### src/css_pkg.sv
// Constants, codes and carrier types of the clock source select and start-up block.
package css_pkg;

   // -------------------------------------------------------------------------
   // Fuse codes of the source-select and start-up fields
   // -------------------------------------------------------------------------
   localparam logic [3:0] SRC_CODE_EXT = 4'h0;
   localparam logic [3:0] SRC_CODE_RC4 = 4'h2;
   localparam logic [3:0] SRC_CODE_RC8 = 4'h4;
   localparam logic [3:0] SRC_CODE_LF = 4'h6;
   localparam logic [1:0] STARTUP_RES = 2'h3;
   localparam logic [1:0] STARTUP_SHIP = 2'h2;
   // One-hot source positions: external pin, RC, 128 kHz, crystal.
   localparam int SRC_EXT = 0;
   localparam int SRC_RC = 1;
   localparam int SRC_LF = 2;
   localparam int SRC_XT = 3;
   // Crystal reset-delay class per {source_select_bit0, start-up code}: 0 none, 1 short, 2 long.
   localparam logic [15:0] XT_RST_MAP = 16'h9249;

   // -------------------------------------------------------------------------
   // Timing
   // -------------------------------------------------------------------------
   localparam int WAKE_CK_RC = 6;
   localparam int CK_258 = 258;
   localparam int CK_1K = 1024;
   localparam int CK_16K = 16384;
   localparam int RST_CK = 14;
   localparam int MS_SHORT = 4;
   localparam int MS_LONG = 64;
   localparam int WDT_KHZ = 128;
   localparam int TICKS_SHORT = MS_SHORT * WDT_KHZ;
   localparam int TICKS_LONG = MS_LONG * WDT_KHZ;
   localparam logic [14:0] SYNC_WAIT = 15'h0002;

   // -------------------------------------------------------------------------
   // Register map and fields
   // -------------------------------------------------------------------------
   localparam logic [7:0] ADDR_CTRL = 8'h00;
   localparam logic [7:0] ADDR_STAT = 8'h04;
   localparam logic [7:0] ADDR_CAL = 8'h08;
   localparam logic [7:0] ADDR_FUSE = 8'h0C;
   localparam int CTRL_SLEEP_BIT = 0;
   localparam int CTRL_DIV8_BIT = 1;
   localparam logic [7:0] CAL_RST = 8'h80;

   // -------------------------------------------------------------------------
   // Types
   // -------------------------------------------------------------------------
   typedef enum logic [5:0] {
      S_LOAD = 6'h01,
      S_RT = 6'h02,
      S_CK = 6'h04,
      S_RUN = 6'h08,
      S_SLEEP = 6'h10,
      S_ERR = 6'h20
   } css_state_e;

   typedef struct packed {
      logic [3:0] clock_source_select;
      logic [1:0] startup_time_select;
      logic div8_n;
      logic rstdis_n;
   } css_fuse_s;

   typedef struct packed {
      css_state_e st;
      css_fuse_s fuse;
      logic [14:0] cnt;
      logic [13:0] rt;
      logic [3:0] ck_prev;
      logic wdt_prev;
      logic wake_prev;
      logic clk_en;
      logic div8;
      logic [3:0] src_oh;
      logic rc_fast;
      logic [7:0] cal;
      logic err;
      logic [31:0] prdata;
      logic pready;
      logic pslverr;
   } css_state_s;

endpackage

### src/css_startup.sv
// Clock source selection, start-up delay timing and clock release controller.
// Operation
// - Pick the source from a four-bit fuse field; odd codes below 1000 are reserved.
// - A fuse bit reads programmed at 0 and unprogrammed at 1.
// - Code 0000 takes the system clock from the external clock pin.
// - Code 0010 selects the RC oscillator at 4 MHz, 0100 at 8 MHz.
// - Code 0110 selects the 128 kHz low-power oscillator.
// - Codes 1000 to 1111 select the crystal or resonator oscillator.
// - On wake, count six source cycles for external and RC sources.
// - From reset add a real-time delay timed by the watchdog oscillator.
// - External source reset delay: 00 is 14 CK, 01 adds 4 ms, 10 adds 64 ms.
// - RC source uses the same delays; shipped start-up code is 10.
// - Default is 8 MHz RC, longest start-up, divide by eight: 1 MHz.
// - A programmed divide-by-eight fuse starts the clock divided by eight.
// - Each reset copies the factory calibration byte into the calibration register.
// - The watchdog oscillator keeps timing the reset time-out under any source.
// - Flash interface clock runs and stops together with the CPU clock.
// - With the reset pin disabled, a plain 14 CK reset delay becomes 14 CK plus 4 ms.
// - The 128 kHz source wakes in 6 CK with the same three reset delays.
// - Crystal wake delay is 258, 1K or 16K CK by bit 0 and start-up code.
//
// The APB interface to the registers and the register offsets are this design's own decisions.
`timescale 1ns/1ps
module css_startup
   import css_pkg::*;
#(
   parameter int P_TICKS_LONG = TICKS_LONG,
   parameter int P_CK16K = CK_16K
) (
   // Clock, reset and enable.
   input wire logic core_clk,
   input wire logic arst_n,
   input wire logic ce,
   // Fuses, oscillator ticks and wake pin, all asynchronous.
   input wire css_fuse_s fuse_pin,
   input wire logic [3:0] src_ck_pin,
   input wire logic wdt_osc_pin,
   input wire logic wake_pin,
   // Factory calibration byte from the non-volatile reader.
   input wire logic [7:0] cal_factory,
   // APB slave.
   input wire logic psel,
   input wire logic penable,
   input wire logic pwrite,
   input wire logic [7:0] paddr,
   input wire logic [31:0] pwdata,
   output logic [31:0] prdata,
   output logic pready,
   output logic pslverr,
   // Clock gating and oscillator control.
   output logic cpu_clk_en,
   output logic io_clk_en,
   output logic flash_clk_en,
   output logic [3:0] src_sel_oh,
   output logic rc_fast,
   output logic clk_div8,
   output logic [7:0] osc_trim,
   output logic cfg_error
);

   // -------------------------------------------------------------------------
   // Input synchronisation and edge detection
   // -------------------------------------------------------------------------
   css_state_s q;
   css_state_s n;
   css_fuse_s sy_fuse;
   logic [3:0] sy_ck;
   logic sy_wdt;
   logic sy_wake;
   logic ck_rise;
   logic wdt_rise;
   logic wake_rise;
   logic acc;
   logic wr;
   logic [31:0] rd_val;

   css_sync #(.W(14)) u_sync (
      .core_clk(core_clk),
      .arst_n(arst_n),
      .ce(ce),
      .d({fuse_pin, src_ck_pin, wdt_osc_pin, wake_pin}),
      .q({sy_fuse, sy_ck, sy_wdt, sy_wake})
   );

   // Only the selected source may advance the cycle count.
   assign ck_rise = |(sy_ck & ~q.ck_prev & q.src_oh);
   assign wdt_rise = sy_wdt & ~q.wdt_prev;
   assign wake_rise = sy_wake & ~q.wake_prev;

   // -------------------------------------------------------------------------
   // Fuse decoding
   // -------------------------------------------------------------------------
   // Reserved source codes and the reserved start-up code stop the block.
   function automatic logic cfg_bad(css_fuse_s f);
      logic [3:0] c;
      c = f.clock_source_select;
      return !c[3] && (c[0] || f.startup_time_select == STARTUP_RES);
   endfunction

   // Code values are compared as printed: a 0 bit is a programmed fuse.
   function automatic logic [1:0] src_idx(css_fuse_s f);
      if (f.clock_source_select[3]) return 2'(SRC_XT);
      if (f.clock_source_select == SRC_CODE_EXT) return 2'(SRC_EXT);
      if (f.clock_source_select == SRC_CODE_LF) return 2'(SRC_LF);
      return 2'(SRC_RC);
   endfunction

   // Source cycles to wait on wake; the reset path adds RST_CK to it.
   function automatic logic [14:0] wake_ck(css_fuse_s f);
      logic [2:0] i;
      i = {f.clock_source_select[0], f.startup_time_select};
      if (f.clock_source_select[3]) begin
         if (!i[2] && !i[1]) return 15'(CK_258);
         if (i[2] && i[1:0] != 2'h0) return 15'(P_CK16K);
         return 15'(CK_1K);
      end
      return 15'(WAKE_CK_RC);
   endfunction

   // Watchdog ticks of the real-time reset delay.
   function automatic logic [13:0] rst_ticks(css_fuse_s f);
      logic [1:0] m;
      m = f.startup_time_select;
      if (f.clock_source_select[3]) begin
         m = XT_RST_MAP[{f.clock_source_select[0], f.startup_time_select, 1'b0} +: 2];
      end
      // A disabled reset pin needs time to enter programming mode.
      if (m == 2'h0 && !f.rstdis_n) m = 2'h1;
      unique case (m)
         2'h1: return 14'(TICKS_SHORT);
         2'h2: return 14'(P_TICKS_LONG);
         default: return 14'h0000;
      endcase
   endfunction

   // Register decode for the error answer; the read mux decodes the offsets in its own case.
   function automatic logic reg_hit(logic [7:0] a);
      return a == ADDR_CTRL || a == ADDR_STAT || a == ADDR_CAL || a == ADDR_FUSE;
   endfunction

   // -------------------------------------------------------------------------
   // APB access
   // -------------------------------------------------------------------------
   // One wait state: pready rises in the second access cycle.
   assign acc = psel & penable;
   assign wr = acc & pwrite & q.pready;

   // Read data, taken from state so reads never disturb the sequence.
   always_comb begin
      rd_val = 32'h0000_0000;
      unique case (paddr)
         ADDR_CTRL: rd_val[CTRL_DIV8_BIT] = q.div8;
         ADDR_STAT: rd_val = {15'h0000, q.err, q.rc_fast, q.clk_en, q.src_oh, 6'(q.st), 4'h0};
         ADDR_CAL: rd_val[7:0] = q.cal;
         ADDR_FUSE: rd_val[7:0] = q.fuse;
         default: rd_val = 32'h0000_0000;
      endcase
   end

   // -------------------------------------------------------------------------
   // Start-up sequencer
   // -------------------------------------------------------------------------
   always_comb begin
      n = q;
      n.ck_prev = sy_ck;
      n.wdt_prev = sy_wdt;
      n.wake_prev = sy_wake;
      n.pready = acc & ~q.pready;
      n.pslverr = acc & ~q.pready & ~reg_hit(paddr);
      if (acc & ~q.pready) n.prdata = rd_val;
      unique case (q.st)
         S_LOAD: begin
            // Fuses are sampled once the synchroniser has filled.
            n.cal = cal_factory;
            if (q.cnt != SYNC_WAIT) begin
               n.cnt = q.cnt + 15'h0001;
            end else begin
               n.fuse = sy_fuse;
               n.div8 = !sy_fuse.div8_n;
               n.src_oh = 4'h0;
               n.src_oh[src_idx(sy_fuse)] = 1'b1;
               n.rc_fast = sy_fuse.clock_source_select == SRC_CODE_RC8;
               if (cfg_bad(sy_fuse)) begin
                  n.err = 1'b1;
                  n.st = S_ERR;
               end else begin
                  n.rt = rst_ticks(sy_fuse);
                  n.cnt = wake_ck(sy_fuse) + 15'(RST_CK);
                  n.st = S_RT;
               end
            end
         end
         S_RT: begin
            // Real-time part runs on the watchdog oscillator only.
            if (q.rt == 14'h0000) n.st = S_CK;
            else if (wdt_rise) n.rt = q.rt - 14'h0001;
         end
         S_CK: begin
            if (ck_rise) begin
               if (q.cnt == 15'h0001) begin
                  // Enable flips on a core edge; the gate cell latches it.
                  n.clk_en = 1'b1;
                  n.st = S_RUN;
               end else begin
                  n.cnt = q.cnt - 15'h0001;
               end
            end
         end
         S_RUN: begin
            if (wr && paddr == ADDR_CTRL && pwdata[CTRL_SLEEP_BIT]) begin
               n.clk_en = 1'b0;
               n.st = S_SLEEP;
            end
         end
         S_SLEEP: begin
            if (wake_rise) begin
               n.cnt = wake_ck(q.fuse);
               n.st = S_CK;
            end
         end
         S_ERR: n.clk_en = 1'b0;
         default: n.st = S_ERR;
      endcase
      // Software may retune or change the divider after the load.
      if (wr && q.st != S_LOAD) begin
         if (paddr == ADDR_CAL) n.cal = pwdata[7:0];
         if (paddr == ADDR_CTRL) n.div8 = pwdata[CTRL_DIV8_BIT];
      end
   end

   // State register; the clock enable freezes everything.
   always_ff @(posedge core_clk or negedge arst_n) begin
      if (!arst_n) begin
         q <= '0;
         q.st <= S_LOAD;
         q.cal <= CAL_RST;
      end else if (ce) begin
         q <= n;
      end
   end

   // -------------------------------------------------------------------------
   // Outputs
   // -------------------------------------------------------------------------
   // CPU, I/O and flash enables share one flop so they can never part.
   assign cpu_clk_en = q.clk_en;
   assign io_clk_en = q.clk_en;
   assign flash_clk_en = q.clk_en;
   assign src_sel_oh = q.src_oh;
   assign rc_fast = q.rc_fast;
   assign clk_div8 = q.div8;
   assign osc_trim = q.cal;
   assign cfg_error = q.err;
   assign prdata = q.prdata;
   assign pready = q.pready;
   assign pslverr = q.pslverr;
endmodule // css_startup

### src/css_sync.sv
// Two-flop synchroniser for inputs that arrive from outside the core clock domain.
`timescale 1ns/1ps
module css_sync #(
   parameter int W = 1
) (
   // Clock, reset and enable.
   input wire logic core_clk,
   input wire logic arst_n,
   input wire logic ce,
   // Data.
   input wire logic [W-1:0] d,
   output logic [W-1:0] q
);
   logic [W-1:0] meta;

   // The first stage feeds only the second one.
   always_ff @(posedge core_clk or negedge arst_n) begin
      if (!arst_n) begin
         meta <= '0;
         q <= '0;
      end else if (ce) begin
         meta <= d;
         q <= meta;
      end
   end
endmodule // css_sync

### config.mk
export PLATFORM = sky130hd
export DESIGN_NAME = css_startup
export DESIGN_NICKNAME = d
export VERILOG_FILES = /design/src/css_pkg.sv /design/src/css_startup.sv /design/src/css_sync.sv
export SDC_FILE = /design/constraint.sdc
export NUM_CORES = 1
export LEC_CHECK = 0
export BUFFER_PORTS_ARGS = -buffer_cell sky130_fd_sc_hd__buf_2
export CAP_MARGIN = 20
export CORE_AREA = 3 3 107 109
export DETAILED_ROUTE_END_ITERATION = 10
export DIE_AREA = 0 0 110 112
export GPL_TIMING_DRIVEN = 1
export PLACE_DENSITY_LB_ADDON = 0.15
export SLEW_MARGIN = 20
export SYNTH_ARGS = -nofsm -noshare
export SYNTH_HDL_FRONTEND = slang
export SYNTH_SLANG_ARGS = --single-unit
### constraint.sdc
create_clock -name core_clk -period 5.35 [get_ports core_clk]
set_input_delay 1.07 -clock core_clk [delete_from_list [all_inputs] [get_ports core_clk]]
set_output_delay 1.07 -clock core_clk [all_outputs]
set_load 0.005 [all_outputs]
# After elaboration in Yosys (flattened, before gate mapping)
# Index checks and enable logic that the tools add are counted.
# Widths: inputs -> output; s select.
dict set report totals {
  regBits 127
  out_inout_bits 52
  input_bits 68
}
dict set report op_classes {
  n_eq_ne 28
  magnitude_cmp 2
  muxes 106
  n_reduce_logical 38
  n_shift 1
  n_bitwise 16
  n_addsub 4
}
# cell n
set op_table {}
lappend op_table {{$mux 15} 20}
lappend op_table {{$mux 14} 4}
lappend op_table {{$pmux 14 s2} 2}
lappend op_table {{$mux 1} 46}
lappend op_table {{$pmux 15 s3} 1}
lappend op_table {{$mux 6} 7}
lappend op_table {{$pmux 6 s6} 1}
lappend op_table {{$mux 2} 16}
lappend op_table {{$mux 29} 1}
lappend op_table {{$ne 2x2->1 const B} 10}
lappend op_table {{$pmux 6 s3} 1}
lappend op_table {{$eq 8x4->1 const B} 2}
lappend op_table {{$mux 8} 2}
lappend op_table {{$shiftx 16x5->2 const A} 1}
lappend op_table {{$add 15x1->15 const B} 1}
lappend op_table {{$add 15x4->15 const B} 1}
lappend op_table {{$eq 15x1->1 const B} 1}
lappend op_table {{$ne 15x2->1 const B} 1}
lappend op_table {{$sub 15x1->15 const B} 1}
lappend op_table {{$logic_not 14->1} 1}
lappend op_table {{$sub 14x1->14 const B} 1}
lappend op_table {{$reduce_and 6->1} 2}
lappend op_table {{$logic_and 1x1->1} 10}
lappend op_table {{$mux 9} 1}
lappend op_table {{34 further kinds} 61}

# Depth between registers and ports, before layout
dict set report depth {
  ltp_word 23
  mapped_depth 11
}

# Cells and area by module
# A second synthesis with hierarchy kept.
dict set report hier_totals {
  cells_unflattened 651
  hier_area_um2 6427.4
}
# mod cells_per_inst area_per_inst_um2 n_inst seq_area_each_um2
set by_module_without_submodules {}
lappend by_module_without_submodules {css_startup 592 5285.1 1 2104.5}
lappend by_module_without_submodules {css_sync 59 1142.3 1 700.7}

# Least setup slack after synthesis
# Ideal clock, no wire load.
dict set report synth_path {
  path_kind {input -> register}
  start {input port paddr[5]}
  end {register q[96] (netlist name)}
  arrival_ps 3236
  path_slack_ps 1989
  required_ps 5225
  cell_stages 7
  cell_sequence {or4_1 -> nor3_1 -> a31oi_1 -> or3_1 -> or3_1 -> clkbuf_1 -> mux2_2}
}
dict set report synth_between {
  elab_chain_len 5
}
# item line_no
set synth_lines {}
lappend synth_lines {{from (decl)} css_startup.sv:45} ;# input wire logic [7:0] paddr,
lappend synth_lines {{$logic_not 8->1} css_startup.sv:210} ;# if (wr && paddr == ADDR_CTRL && pwdata[CTRL_SLEEP_BIT]) begin
lappend synth_lines {{$logic_and 1x1->1 (2 in a row)} css_startup.sv:210}
lappend synth_lines {{$ne 2x2->1 (no source line)} --}
lappend synth_lines {{$reduce_and 8->1 (no source line)} --}
lappend synth_lines {{to (signal assigned)} css_startup.sv:238} ;# q <= n;
lappend synth_lines {{to (decl)} css_startup.sv:64} ;# css_state_s q;
# No other way between the ends.
# A chain may end at the register's enable or synchronous reset.

# Final worst setup path
dict set report layout_path {
  start {register q[94] (netlist name)}
  end {register q[79] (netlist name)}
}
dict set report layout_between {
  elab_chain_len 3
}
# item line_no
set layout_lines {}
lappend layout_lines {{$eq 6x1->1, or another cell as far along} css_startup.sv:171} ;# unique case (q.st)
lappend layout_lines {{$ne 3x3->1 (no source line), or another cell as far along} --}
lappend layout_lines {{$reduce_and 6->1 (no source line)} --}
# Parallel ways exist; a longest one is shown, timed or not.

==> qor.yml <==
clocking:
  root_buffer: "clkbuf_8"
  cts_tree: "done"
  worstSkewPairLatency_ns: 0.40
  htreeDepth: 3
  numCtsBuffers: 9
  postCtsHoldBufs: 0
  cts-resized-gates: 0
  clock-sinks: 112
  path_clk_slew_ns: 0.10
  cts_setup_buffers: 0
  cts_buffer_depth: 2
sta:
  max_freq_mhz: 269
  maxSlewViolCount: 0
  relSlewSlack: 0.298
  tns_ns: 0
  tightest_slew_ns: 1.05
  fin_crit_sh: 0.694
  skew_ns: 0.0135
  grt_setup_unrepaired: "no"
  setup_viol: 0
  setup_ws_ns: 1.64
  finalHoldViolCount: 0
  fin_crit_ns: 3.71
yosys:
  ys_types: 62
  synth_area_sq_um: 6240
  synth_area_leaders: "dfrtp_1 44%, mux2_2 7.8%, buf_4 5.7%, o21ai_0 4.1%, nand2_1 3.0%"
  ys_warn_count: 0
  synth_cells: 643
  synth_top_area_frac: 0.441
  synth.avg_cell_area_sq_um: 9.70
  synth_largest_area_cell: "dfrtp_1"
  synthFlopType: "dfrtp_1"
  synth_seq_cells: 112
  synth_edf_count: 0
  synthArstFlopShare: 1.00
  yosysSeqAreaShare: 0.450
drt:
  vias: 4960
  ant_nets: 0
  viasPerCell: 6.09
  avgRoutedWirePerCell_um: 17.6
  drt_wl_total_um: 14400
  drtIter0Drc: 347
  first_pass_iters: 5
  drc: 0
cells_and_area:
  final_util: 0.616
  area_growth_pct: 5.58
  final_cells: 815
  fin_nets: 748
  nFillCells: 921
  register_area_sq_um: 2810
  num_antenna_cells: 0
  multiInputGateArea_sq_um: 2920
  drive_gt1_frac: 0.233
  finish.instance_area_sq_um: 6590
placement:
  place_congestion: 0.879
  place_area_sq_um: 6380
  place.port_buffers: 80
  placed_cells: 799
  dp_slack_ns: 1.72
  dp_hpwl_um: 10200
global_route:
  grt_pass1_wl_um: 23600
  antenna_found_initial: 0
  gr-usage-all-layers: 0.242
  grt_overflow: 0
  grt_max_degree: 76
  grt_pass1_vias: 4821
worst_setup_path:
  critPathTopFamily: "simple AND/OR/NAND/NOR gates"
  worst-path-max-fanout: 23
  critical-path-max-stage-delay_ns: 0.76
  start_kind: "flop"
  required_ns: 5.61
  crit_chain: "nor4_1 > nand3b_1 > o22ai_1 > nand4_1 > a221oi_1 > a21oi_1"
  critPathBufInv: 0
  worstSetupStartpoint: "q[94]"
  r2r_start: "q[94]"
  cp_slowest_cell: "nand3b_1"
  criticalPathCategory: "flop to flop"
  endpoint_kind: "flop"
  worst_ep_arrival_time_ns: 3.98
die:
  rows: 38
  die_w_um: 110
  pin_count: 120
  initial_core_util: 0.583
  dieHeight_um: 112
  core_sq_um: 10700
  fp.dieArea_sq_um: 12300
pwr:
  power-per-cell-area_nw_per_um2: 241
  p_leak_uw: 0.00301
  max-vdd-ir-drop_uv: 319
job:
  cap_violations: 0
worst_hold_path:
  min_path_type: "flop to flop"
  min-delay-start: "prdata[7]"
status:
  run_status: "completed"
==> placed cells by master (no fill, tap or decap), drive strengths merged, types with 11 or more instances in the layout <==
master,netlist,routed
a21oi,36,36
buf,53,84
conb,1,15
dfrtp,110,110
inv,14,18
mux2,43,43
nand2,50,50
nand3,14,14
nor2,35,35
nor3,15,15
o21ai,51,51
o22ai,16,16
or3,11,11
or4,11,11
==> power by group <==
group | internal (uW) | total [uW] | leakage [uW] | switching (uW)
registers | 887 | 922 | 0.00144 | 35.7
clock network | 225 | 526 | 0.0000998 | 301
logic | 65.5 | 135 | 0.00147 | 69.9
total | 1180 | 1580 | 0.00301 | 407
==> cell families (layout without fill, tap and decap cells) <==
group,Yosys count,after routing,synth area share
buffers and inverters,96,114,0.0911
AND/OR/NAND/NOR,201,201,0.173
multiplexers,48,48,0.0857
other,1,15,0.000601
AO/OA/AOI/OAI,169,169,0.171
adder cells (fa/ha/maj),10,10,0.0201
flip-flops,112,112,0.450
XOR/XNOR,6,6,0.00843
==> layer usage <==
layer	global-route usage	routed length, um
met1	0.337	6530
met3	0.0620	917
met4	0.0732	214
met2	0.373	6700
met5	0	0
==> Yosys cell counts (11+ instances only) <==
master / number
nand3_1: 14
nor2_1: 35
inv_1: 14
or3_1: 11
nor3_1: 15
a21oi_1: 36
dfrtp_1: 110
nand2_1: 50
mux2_2: 43
clkbuf_1: 29
o21ai_0: 51
o22ai_1: 16
buf_4: 47
==> state kept, by name, summed over array words and instances, names as in the netlist, 4 cells and up <==
signal	count
osc_trim	8
u_sync.meta	14
q	49
src_sel_oh	4
u_sync.q	14
prdata	17
==> worst reg2reg max path, delay by kind of cell (launching register included) <==
family / cells / cell delay (ns)
flops: 1 / 0.48
simple gates: 3 / 1.93
compound gates: 3 / 1.19
==> path summary, 6_finish.rpt <==
kind,to,slack (ns),depth (start not counted)
max reg2reg,q[79],1.64,6
min,prdata[7],0.50,2
min reg2reg,prdata[7],0.50,2
max,q[79],1.64,6
max in group asynchronous,q[66],3.50,2
min in group asynchronous,prdata[2],0.80,1
==> final cells by class <==
cell class,instances,area share
well taps,140,0.0266
clock buffers,10,0.0194
repair buffers,84,0.0657
clock inverters,6,0.0114
flip-flops and latches,112,0.426
multi-input cells,449,0.443
inverters,14,0.00798
==> metrics by stage <==
stage | power [uW] | hold WS (ns)
detailed placement | 1070 | 0.470
finish | 1580 | 0.498
floorplan | 1020 | 0.449
CTS | 1600 | 0.493
global placement | 1070 | 0.464
global route | 1660 | 0.518
(Power assumes the default switching activity.)
